$ cat src/hdl/vrs_pkg.sv
// Shared constants and types of the reference sequencer.
package vrs_pkg;

  // ------------------------------------------------------------
  // Code decoding (reference held in 12.5mV units)
  // ------------------------------------------------------------
  localparam logic [5:0] NOLOAD_A     = 6'h3F;
  localparam logic [5:0] NOLOAD_B     = 6'h3E;
  localparam logic [5:0] DEC_SPLIT    = 6'h14;
  localparam logic [7:0] DEC_BASE_LO  = 8'h57;
  localparam logic [7:0] DEC_BASE_HI  = 8'h95;

  // ------------------------------------------------------------
  // Timing in switching cycles
  // ------------------------------------------------------------
  localparam int         CYC_W           = 11;
  localparam logic [10:0] DELAY_CYC      = 11'h040;
  localparam logic [10:0] COARSE_CYC     = 11'h280;
  localparam logic [10:0] NOLOAD_CYC     = 11'h002;
  localparam logic [10:0] CNT_MAX        = 11'h7FF;
  localparam logic [5:0] COARSE_STEP_CYC = 6'h20;
  localparam logic [5:0] FINE_STEP_CYC   = 6'h10;
  localparam logic [7:0] COARSE_INC      = 8'h02;
  localparam logic [7:0] FINE_INC        = 8'h01;
  localparam logic [3:0] OFS_INIT        = 4'h8;
  localparam logic [6:0] OFS_STEP_CYC    = 7'h50;
  localparam logic [1:0] HALF_WAIT       = 2'h3;
  localparam logic [2:0] PHASE_LAST      = 3'h5;
  localparam logic [15:0] SUB_DIV_DEF    = 16'h002A;

  // ------------------------------------------------------------
  // Register map
  // ------------------------------------------------------------
  localparam logic [7:0] ADDR_DIV   = 8'h00;
  localparam logic [7:0] ADDR_STAT  = 8'h04;
  localparam logic [7:0] ADDR_LEVEL = 8'h08;

  typedef enum logic [2:0] {ST_OFF, ST_DELAY, ST_RAMP, ST_RUN, ST_NOLOAD} vrs_state_type;

endpackage

$ cat src/hdl/vrs_tick_if.sv
// Carrier for the switching-cycle strobes between sequencer and timebase.
`timescale 1ns/10ps
interface vrs_tick_if;
  logic [15:0] sub_div;
  logic        sub_tick;
  logic        cyc_tick;

  modport gen (input sub_div, output sub_tick, output cyc_tick);
  modport use_side (output sub_div, input sub_tick, input cyc_tick);
endinterface

$ cat src/hdl/vrs_timebase.sv
// Switching-cycle strobe and six-per-cycle sub-strobe generator.
`timescale 1ns/10ps
module vrs_timebase
(
  input  logic      hclk,
  input  logic      hresetn,
  vrs_tick_if.gen   tk
);
  import vrs_pkg::*;

  logic [15:0] div_cnt_r;
  logic [2:0]  phase_r;
  logic        sub_r;
  logic        cyc_r;

  // A divisor of zero behaves as one so the strobes never stop.
  wire logic [15:0] div_end = (tk.sub_div == 16'h0000) ? 16'h0000 : tk.sub_div - 16'h0001;
  wire logic        div_hit = (div_cnt_r >= div_end);

  always_ff @(posedge hclk or negedge hresetn)
  begin
    if (!hresetn)
    begin
      div_cnt_r <= 16'h0000;
      phase_r   <= 3'h0;
      sub_r     <= 1'b0;
      cyc_r     <= 1'b0;
    end
    else
    begin
      div_cnt_r <= div_hit ? 16'h0000 : div_cnt_r + 16'h0001;
      sub_r     <= div_hit;
      cyc_r     <= div_hit && (phase_r == PHASE_LAST);
      if (div_hit)
        phase_r <= (phase_r == PHASE_LAST) ? 3'h0 : phase_r + 3'h1;
    end
  end

  assign tk.sub_tick = sub_r;
  assign tk.cyc_tick = cyc_r;
endmodule

$ cat src/hdl/vrs_sequencer.sv
// Reference sequencer: enable gating, soft-start ramp, code tracking, AHB-Lite registers.
//
// Notes on behaviour
// Sample the code six times per cycle.
// On change, wait half cycle, step once.
// Skip step if difference sign reverses.
// Large difference: step six times per cycle.
// Processor should change code one step.
// Shutdown holds PWM outputs high-impedance.
// Stay off until supply valid.
// Stay off until threshold enable high.
// Stay off unless logic enable high.
// No-load codes keep the device off.
// No-load enters shutdown; other code restarts.
// Two cycles after no-load, then shut down.
// No-load codes never clear overvoltage latch.
// Start soft-start at once when enabled.
// Ramp reference from zero to target.
// Keep PWM off until reference reaches output.
// Soft-start opens with 64 idle cycles.
// Ramp takes 1280 cycles per volt.
// First 640 ramp cycles use double steps.
// Sense offset starts 100mV, zero by 640.
// Output ok after soft-start inside window.
// Decode six-bit code to 12.5mV levels.
// Output ok low throughout shutdown.
// Derive cycle strobe and six sub-strobes.
//
// Chosen here: the AHB-Lite register port and the address map.
`timescale 1ns/10ps
module vrs_sequencer
#(
  parameter logic [15:0] SUB_DIV_RST = vrs_pkg::SUB_DIV_DEF
)
(
  input  logic        hclk,
  input  logic        hresetn,
  input  logic        hsel,
  input  logic [31:0] haddr,
  input  logic [1:0]  htrans,
  input  logic        hwrite,
  input  logic [2:0]  hsize,
  input  logic [31:0] hwdata,
  input  logic        hready,
  output logic        hreadyout,
  output logic        hresp,
  output logic [31:0] hrdata,
  input  logic        supply_valid_flag,
  input  logic        threshold_enable_input,
  input  logic        logic_level_enable,
  input  logic [5:0]  voltage_id_code,
  input  logic        output_reached,
  input  logic        output_in_window,
  input  logic        ov_trip_event,
  output logic        pwm_hiz,
  output logic [7:0]  ref_level,
  output logic [3:0]  sense_offset,
  output logic        ov_shutdown_level,
  output logic        output_ok_flag
);
  import vrs_pkg::*;

  // ------------------------------------------------------------
  // Decoding helpers
  // ------------------------------------------------------------
  function automatic logic vrs_is_noload(input logic [5:0] code);
    return (code == NOLOAD_A) || (code == NOLOAD_B);
  endfunction

  // The code table runs downward in two segments; bit 0 is the half step.
  function automatic logic [7:0] vrs_decode(input logic [5:0] code);
    logic [7:0] c;
    c = {2'h0, code};
    if (code <= DEC_SPLIT)
      return DEC_BASE_LO - c;
    else
      return DEC_BASE_HI - c;
  endfunction

  // ------------------------------------------------------------
  // Declarations
  // ------------------------------------------------------------
  vrs_state_type     state_r;
  vrs_state_type     state_nxt;
  logic [10:0]       cnt_r;
  logic [5:0]        step_cnt_r;
  logic [6:0]        ofs_cnt_r;
  logic [3:0]        ofs_r;
  logic [7:0]        ref_r;
  logic              hiz_r;
  logic              output_ok_flag_r;
  logic              ovsd_r;
  logic              ovl_r;
  logic [5:0]        vid_last_r;
  logic [1:0]        wait_r;
  logic              dir_up_r;
  logic              slew_r;
  logic [15:0]       sub_div_r;
  logic              wr_pend_r;
  logic [7:0]        wr_addr_r;
  logic [31:0]       hrdata_r;

  vrs_tick_if tk();

  vrs_timebase u_timebase
  (
    .hclk    (hclk),
    .hresetn (hresetn),
    .tk      (tk)
  );

  assign tk.sub_div = sub_div_r;

  // ------------------------------------------------------------
  // Enable gating and code decode
  // ------------------------------------------------------------
  wire logic       pins_ok   = supply_valid_flag & threshold_enable_input
                               & logic_level_enable;
  wire logic       enable_ok = pins_ok & ~ovl_r; // see R07 see R08 see R09
  wire logic       no_load   = vrs_is_noload(voltage_id_code);
  wire logic [7:0] target    = vrs_decode(voltage_id_code);
  wire logic       diff_up   = (target > ref_r);
  wire logic       diff_dn   = (target < ref_r);
  wire logic       same_dir  = dir_up_r ? diff_up : diff_dn;

  // ------------------------------------------------------------
  // Soft-start ramp arithmetic
  // ------------------------------------------------------------
  wire logic       coarse    = (cnt_r < COARSE_CYC);
  wire logic [5:0] step_per  = coarse ? COARSE_STEP_CYC : FINE_STEP_CYC;
  wire logic [7:0] ramp_inc  = coarse ? COARSE_INC : FINE_INC;
  wire logic       step_due  = tk.cyc_tick && (step_cnt_r == step_per - 6'h01);
  wire logic [8:0] ramp_sum  = {1'b0, ref_r} + {1'b0, ramp_inc};
  // Clamp so a coarse step never overshoots an odd target.
  wire logic [7:0] ramp_nxt  = (ramp_sum > {1'b0, target}) ? target : ramp_sum[7:0];
  wire logic       ofs_due   = tk.cyc_tick && (ofs_cnt_r == OFS_STEP_CYC - 7'h01);

  // ------------------------------------------------------------
  // Code tracking in regulation
  // ------------------------------------------------------------
  wire logic vid_change = tk.sub_tick && (voltage_id_code != vid_last_r);
  // A step fires as the half-cycle wait expires, or on every sub-strobe while slewing.
  wire logic dvid_step  = (state_r == ST_RUN) && tk.sub_tick && !vid_change && same_dir
                          && ((wait_r == 2'h1) || ((wait_r == 2'h0) && slew_r)); // see R02

  // ------------------------------------------------------------
  // State machine
  // ------------------------------------------------------------
  always_comb
  begin
    state_nxt = state_r;
    case (state_r)
      ST_OFF:
        if (enable_ok && !no_load)
          state_nxt = ST_DELAY; // see R14
      ST_DELAY:
        if (tk.cyc_tick && (cnt_r == DELAY_CYC - 11'h001))
          state_nxt = ST_RAMP;
      ST_RAMP:
        if (ref_r >= target)
          state_nxt = ST_RUN;
      ST_NOLOAD:
        if (tk.cyc_tick && (cnt_r == NOLOAD_CYC - 11'h001))
          state_nxt = ST_OFF;
      default:
        state_nxt = state_r;
    endcase
    if ((state_r != ST_OFF) && !enable_ok)
      state_nxt = ST_OFF;
    else if ((state_r != ST_OFF) && (state_r != ST_NOLOAD) && no_load)
      state_nxt = ST_NOLOAD;
  end

  always_ff @(posedge hclk or negedge hresetn)
  begin
    if (!hresetn)
      state_r <= ST_OFF;
    else
      state_r <= state_nxt;
  end

  // Cycle counter restarts on every state change and saturates in a long ramp.
  always_ff @(posedge hclk or negedge hresetn)
  begin
    if (!hresetn)
      cnt_r <= 11'h000;
    else if (state_nxt != state_r)
      cnt_r <= 11'h000;
    else if (tk.cyc_tick && (cnt_r != CNT_MAX))
      cnt_r <= cnt_r + 11'h001;
  end

  always_ff @(posedge hclk or negedge hresetn)
  begin
    if (!hresetn)
      step_cnt_r <= 6'h00;
    else if (state_r != ST_RAMP)
      step_cnt_r <= 6'h00;
    else if (tk.cyc_tick)
      step_cnt_r <= step_due ? 6'h00 : step_cnt_r + 6'h01;
  end

  // ------------------------------------------------------------
  // Reference level
  // ------------------------------------------------------------
  always_ff @(posedge hclk or negedge hresetn)
  begin
    if (!hresetn)
      ref_r <= 8'h00;
    else if ((state_r == ST_OFF) || (state_r == ST_DELAY))
      ref_r <= 8'h00;
    else if ((state_r == ST_RAMP) && step_due && diff_up)
      ref_r <= ramp_nxt; // see R18
    else if (dvid_step)
      ref_r <= dir_up_r ? ref_r + 8'h01 : ref_r - 8'h01; // see R02
  end

  // ------------------------------------------------------------
  // Remote-sense offset decay
  // ------------------------------------------------------------
  always_ff @(posedge hclk or negedge hresetn)
  begin
    if (!hresetn)
    begin
      ofs_r     <= 4'h0;
      ofs_cnt_r <= 7'h00;
    end
    else if (state_r == ST_DELAY)
    begin
      ofs_r     <= OFS_INIT;
      ofs_cnt_r <= 7'h00;
    end
    else if (state_r != ST_RAMP)
    begin
      ofs_r     <= 4'h0;
      ofs_cnt_r <= 7'h00;
    end
    else if (tk.cyc_tick)
    begin
      ofs_cnt_r <= ofs_due ? 7'h00 : ofs_cnt_r + 7'h01;
      if (ofs_due && (ofs_r != 4'h0))
        ofs_r <= ofs_r - 4'h1;
    end
  end

  // ------------------------------------------------------------
  // Code-change tracker
  // ------------------------------------------------------------
  // Any new code whose level differs from the reference restarts the half-cycle wait, so a processor that keeps
  // moving faster than half a cycle only gets steps once it settles.
  always_ff @(posedge hclk or negedge hresetn)
  begin
    if (!hresetn)
    begin
      vid_last_r <= 6'h00;
      wait_r     <= 2'h0;
      dir_up_r   <= 1'b0;
      slew_r     <= 1'b0;
    end
    else if (state_r != ST_RUN)
    begin
      vid_last_r <= voltage_id_code;
      wait_r     <= 2'h0;
      slew_r     <= 1'b0;
    end
    else if (tk.sub_tick)
    begin
      vid_last_r <= voltage_id_code;
      if (vid_change && (diff_up || diff_dn))
      begin
        wait_r   <= HALF_WAIT;
        dir_up_r <= diff_up;
        slew_r   <= 1'b0;
      end
      else if (wait_r != 2'h0)
      begin
        wait_r <= wait_r - 2'h1;
        if (wait_r == 2'h1)
          slew_r <= same_dir; // see R03
      end
      else
        slew_r <= slew_r && same_dir;
    end
  end

  // ------------------------------------------------------------
  // Outputs toward the power stage
  // ------------------------------------------------------------
  always_ff @(posedge hclk or negedge hresetn)
  begin
    if (!hresetn)
      hiz_r <= 1'b1;
    else if ((state_nxt == ST_OFF) || (state_nxt == ST_DELAY))
      hiz_r <= 1'b1;
    else if ((state_r == ST_RAMP) && output_reached)
      hiz_r <= 1'b0;
    else if (state_nxt == ST_RUN)
      hiz_r <= 1'b0;
  end

  always_ff @(posedge hclk or negedge hresetn)
  begin
    if (!hresetn)
    begin
      output_ok_flag_r <= 1'b0;
      ovsd_r  <= 1'b1;
    end
    else
    begin
      output_ok_flag_r <= (state_nxt == ST_RUN) && output_in_window; // see R21
      ovsd_r  <= (state_nxt == ST_OFF);
    end
  end

  // Overvoltage latch: cleared only by dropping an enable pin; set wins.
  always_ff @(posedge hclk or negedge hresetn)
  begin
    if (!hresetn)
      ovl_r <= 1'b0;
    else if (ov_trip_event)
      ovl_r <= 1'b1;
    else if (!pins_ok)
      ovl_r <= 1'b0;
  end

  assign pwm_hiz           = hiz_r;
  assign ref_level         = ref_r;
  assign sense_offset      = ofs_r;
  assign ov_shutdown_level = ovsd_r;
  assign output_ok_flag    = output_ok_flag_r;

  // ------------------------------------------------------------
  // AHB-Lite register slave
  // ------------------------------------------------------------
  wire logic       bus_go   = hsel && hready && htrans[1];
  wire logic [7:0] rd_addr  = haddr[7:0];
  wire logic [31:0] stat_w  = {26'h0, ovl_r, output_ok_flag_r, hiz_r, state_r};
  wire logic [31:0] level_w = {8'h00, 4'h0, ofs_r, target, ref_r};
  wire logic [31:0] rd_mux  = (rd_addr == ADDR_DIV)   ? {16'h0000, sub_div_r} :
                              (rd_addr == ADDR_STAT)  ? stat_w :
                              (rd_addr == ADDR_LEVEL) ? level_w : 32'h0000_0000;

  always_ff @(posedge hclk or negedge hresetn)
  begin
    if (!hresetn)
    begin
      wr_pend_r <= 1'b0;
      wr_addr_r <= 8'h00;
      hrdata_r  <= 32'h0000_0000;
    end
    else
    begin
      wr_pend_r <= bus_go && hwrite;
      if (bus_go)
        wr_addr_r <= rd_addr;
      if (bus_go && !hwrite)
        hrdata_r <= rd_mux;
    end
  end

  always_ff @(posedge hclk or negedge hresetn)
  begin
    if (!hresetn)
      sub_div_r <= SUB_DIV_RST;
    else if (wr_pend_r && (wr_addr_r == ADDR_DIV))
      sub_div_r <= hwdata[15:0];
  end

  assign hreadyout = 1'b1;
  assign hresp     = 1'b0;
  assign hrdata    = hrdata_r;
endmodule

$ cat config.mk
export PLATFORM = sky130hd
export DESIGN_NAME = vrs_sequencer
export DESIGN_NICKNAME = d
export VERILOG_FILES = /design/src/hdl/vrs_pkg.sv /design/src/hdl/vrs_tick_if.sv /design/src/hdl/vrs_timebase.sv /design/src/hdl/vrs_sequencer.sv
export SDC_FILE = /design/constraint.sdc
export NUM_CORES = 1
export LEC_CHECK = 0
export ABC_CLOCK_PERIOD_IN_PS = 5800
export BUFFER_PORTS_ARGS = -buffer_cell sky130_fd_sc_hd__buf_4
export CAP_MARGIN = 40
export CORE_ASPECT_RATIO = 1.75
export CORE_MARGIN = 5
export CORE_UTILIZATION = 50
export CTS_CLUSTER_DIAMETER = 200
export DETAILED_ROUTE_END_ITERATION = 6
export PLACE_DENSITY = 0.82
export REMOVE_ABC_BUFFERS = 1
export SLEW_MARGIN = 40
export SYNTH_ARGS = -nofsm -noshare
export SYNTH_HDL_FRONTEND = slang
export SYNTH_HIERARCHICAL = 1
export SYNTH_SLANG_ARGS = --single-unit
export TNS_END_PERCENT = 50
$ cat constraint.sdc
create_clock -name hclk -period 5.8 [get_ports hclk]
set_input_delay 0.87 -clock hclk [delete_from_list [all_inputs] [get_ports hclk]]
set_output_delay 0.87 -clock hclk [all_outputs]
set_load 0.02 [all_outputs]
==> results.cfg <==
[grt]
grt_pass1_wl_um = 32000
grt.overflow.total = 0
grt_max_degree = 67
grt_pass1_vias = 6543
antenna_found_initial = 0
grt_util_all_layers_pct = 21.7

[timing]
tns_ns = 0
finalSetupViolations = 0
skew_ns = 0.0140
fmax_mhz = 231
drv_slew = 0
slew_headroom_pct = 41.4
rsz0062_at_grt = no
worstMarginPinSlew_ns = 0.877
holdWs_ns = 0.465
min_period_ns = 4.33
fin_crit_sh_pct = 74.7
hold_viol = 0
setup_ws_ns = 1.47

[worst_setup_path]
worstSetupEndpointType = register
crit_path_max_fanout = 8
critPathArrivalTime_ns = 4.59
start_kind = register
r2r_cells = 17
cp_slowest_cell = fa_1
crit_type = register to register
critPathMaxStageDelay_ns = 0.46
path_cells = o21a_1, nor2_1, inv_1, ha_1, fa_1, nand2_1, nor2_1, xnor2_1, inv_1, ha_1, nand4_1, or2_2, o22ai_1, a211oi_1, a31oi_4, mux2i_1, o221ai_1
reg2reg_from = cnt_r[7]
crit_required_ns = 6.05
critPathLaunch = cnt_r[7]

[clocking]
cts_tree = done
clk_latency_ns = 0.42
cts.sinks = 119
cts_hold_buf = 0
cts_setup_buffers = 0
cts_root_buf = clkbuf_16
cts_made_buffers = 17
cts_buffer_depth = 2
htree_levels = 4
post_cts_resized = 0
clk_pin_slew_worst_paths_ns = 0.06

[synthesis]
synth_edf_count = 0
synth_warnings = 6
synthCells = 806
synth_adder_area_share_pct = 8.98
synth_top_family_by_area = simple AND/OR/NAND/NOR gates
yosysUniqueCellTypes = 79
synth-simple-area-share_pct = 20.2
synth.cell_area_sq_um = 7690
synth_compound_area_share_pct = 12.5
synthMuxAreaShare_pct = 7.06
avgSynthCellArea_sq_um = 9.54
ys_async_sr_fraction_pct = 100
yosysSeqAreaShare_pct = 38.8
synth_ff_type = dfrtp_1
ys_ff_latch = 119
synth_xor_area_share_pct = 7.52

[run_status]
status = finished, final reports clean

[place]
place_ws_ns = 1.27
hpwl_um = 14300
io_buffers = 76
dp_cells = 1047
gp_congestion = 0.901

[drt]
wl_met3_um = 775
dr.first_iter.drc_count = 424
wl_um = 19600
drtAntennaViolNets = 0
wl_per_cell_um = 18.2
dr.pass1.iters = 5
route.met2.wl_um = 10400
met1_length_um = 7150
vias_per_cell = 5.88
num_vias = 6339
highest_layer = met4
drcViolationCount = 0

[finish]
syn2layout_area_growth_pct = 17.1
stdcell_count = 1078
drive_above_1_share_pct = 20.2
diodes = 0
fin_nets = 1020

[pwr]
peakVddDrop_uv = 264
power_mw = 2.51
p_per_area_nw_per_um2 = 279
p_leak_nw = 4.18

[floorplan]
core-area_sq_um = 15200
start_util_pct = 50.5
rows = 60
die_w_um = 104
die_h_um = 174
io_pins = 135
die_area_sq_um = 18100

[worst_hold_path]
hp-start = hrdata[16]
hold_depth = 2
hold_class = register to register

[job]
maxCapViolCount = 0
==> sequential cells by signal (all words and copies together), names as in the netlist <==
register and count:
cnt_r 11, slew_r 1, ovl_r 1, sub_div_r 16
ref_level 8, pwm_hiz 1, ofs_cnt_r 7, wr_pend_r 1
step_cnt_r 6, ov_shutdown_level 1, state_r 3, vid_last_r 6
u_timebase/tk.cyc_tick 1, wait_r 2, sense_offset 4, u_timebase/phase_r 3
hrdata 20, u_timebase/tk.sub_tick 1, dir_up_r 1, wr_addr_r 8
u_timebase/div_cnt_r 16, output_ok_flag 1
==> kinds of logic (layout without fill, tap and decap cells) <==
| logic type | count (synthesis) | in the layout |
|---|---|---|
| DFF | 119 | 119 |
| AOI/OAI and AO/OA | 131 | 131 |
| adders and majority gates | 54 | 54 |
| and+or+nand+nor | 309 | 309 |
| buffers and inverters | 75 | 149 |
| other | 2 | 14 |
| muxes | 50 | 50 |
| xor gates and xnor gates | 66 | 66 |
==> layout by cell type (no fill, tap or decap), types with 7 or more instances in the layout <==
master | synthesis | layout
ha_1 | 52 | 52
a211oi_1 | 7 | 7
conb_1 | 2 | 14
dfrtp_1 | 114 | 114
nor3_1 | 18 | 18
a21oi_1 | 20 | 20
xnor2_1 | 38 | 38
o21ai_0 | 29 | 29
nand2_1 | 83 | 83
a221oi_1 | 7 | 7
clkbuf_16 | 0 | 17
nor2_1 | 92 | 91
mux2i_1 | 18 | 18
nand4_1 | 9 | 9
xor2_1 | 28 | 28
nand3_1 | 35 | 35
inv_1 | 37 | 37
and3_1 | 7 | 7
nand2b_1 | 8 | 7
a21o_1 | 7 | 7
buf_4 | 15 | 80
nor2b_1 | 8 | 8
mux2_2 | 31 | 31
==> path summary, 6_finish.rpt <==
check                           slack, ns      endpoint
worst min register to register       0.47    hrdata[16]
worst min-delay path                 0.47    hrdata[16]
worst max-delay path                 1.47  ref_level[1]
max in group asynchronous            4.23     hrdata[1]
min in group asynchronous            0.50  wr_addr_r[4]
worst max register to register       1.47  ref_level[1]
==> where the power goes <==
part           switching [mW]  internal, mW
combinational           0.198         0.162
clock                   0.404         0.765
sequential             0.0889         0.897
==> layout make-up <==
| class | count | area (sq um) |
|---|---|---|
| multi-input cells | 624 | 4390 |
| clock inverters | 14 | 223 |
| clock buffers | 17 | 425 |
| inverters | 37 | 139 |
| flip-flops and latches | 119 | 2980 |
| well taps | 186 | 233 |
| repair buffers | 81 | 612 |
| fillers | 1219 | 6230 |
==> stage by stage <==
stage	utilization, %	cell area [sq um]
3_5_place_dp	54.8	8350
3_3_place_gp	54.6	8330
4_1_cts	59.0	8990
2_1_floorplan	-	7500
5_1_grt	59.1	9000
6_report	59.1	9000
==> routing by layer <==
metal / vias up / global-route usage, %
met1: 3069 / 23.0
met4: 0 / 14.3
met5: - / 0
li1: 2980 / -
met3: 78 / 3.64
met2: 212 / 39.1
==> worst max-delay path, delay by kind of cell, from the launching register on <==
kind,cells,cell delay [ns]
compound gates,5,1.11
xor+xnor,1,0.19
fa+ha+maj,3,0.97
buf+inv,2,0.17
flops,1,0.45
mux,1,0.27
simple gates,5,1.01
==> synthesized netlist by cell type (3+ instances only) <==
cell      instances  area share (%)
a211oi_1          7            0.68
a21o_1            7            0.68
a21oi_1          20             1.3
a221oi_1          7            0.80
a31oi_1           5            0.41
and2_1            5            0.41
and3_1            7            0.57
and4_1            4            0.46
buf_2             4            0.26
buf_4            15             1.5
buf_6             4            0.59
clkbuf_1         14            0.68
dfrtp_1         114              37
dfstp_2           5             1.7
ha_1             52             8.5
inv_1            37             1.8
mux2_2           31             4.5
mux2i_1          18             2.3
nand2_1          83             4.1
nand2b_1          8            0.65
nand3_1          35             2.3
nand3b_1          4            0.39
nand4_1           9            0.73
nor2_1           92             4.5
nor2_2            3            0.24
nor2b_1           8            0.65
nor3_1           18             1.2
nor3b_1           3            0.29
nor4_1            5            0.41
o21a_1            6            0.59
o21ai_0          29             1.9
o21ai_1           5            0.33
o21bai_1          3            0.29
o221ai_1          6            0.68
o22ai_1           3            0.24
o31ai_1           6            0.59
or3_1             3            0.24
xnor2_1          38             4.3
xor2_1           28             3.2
Note: power is estimated with default switching activity, not from simulation.
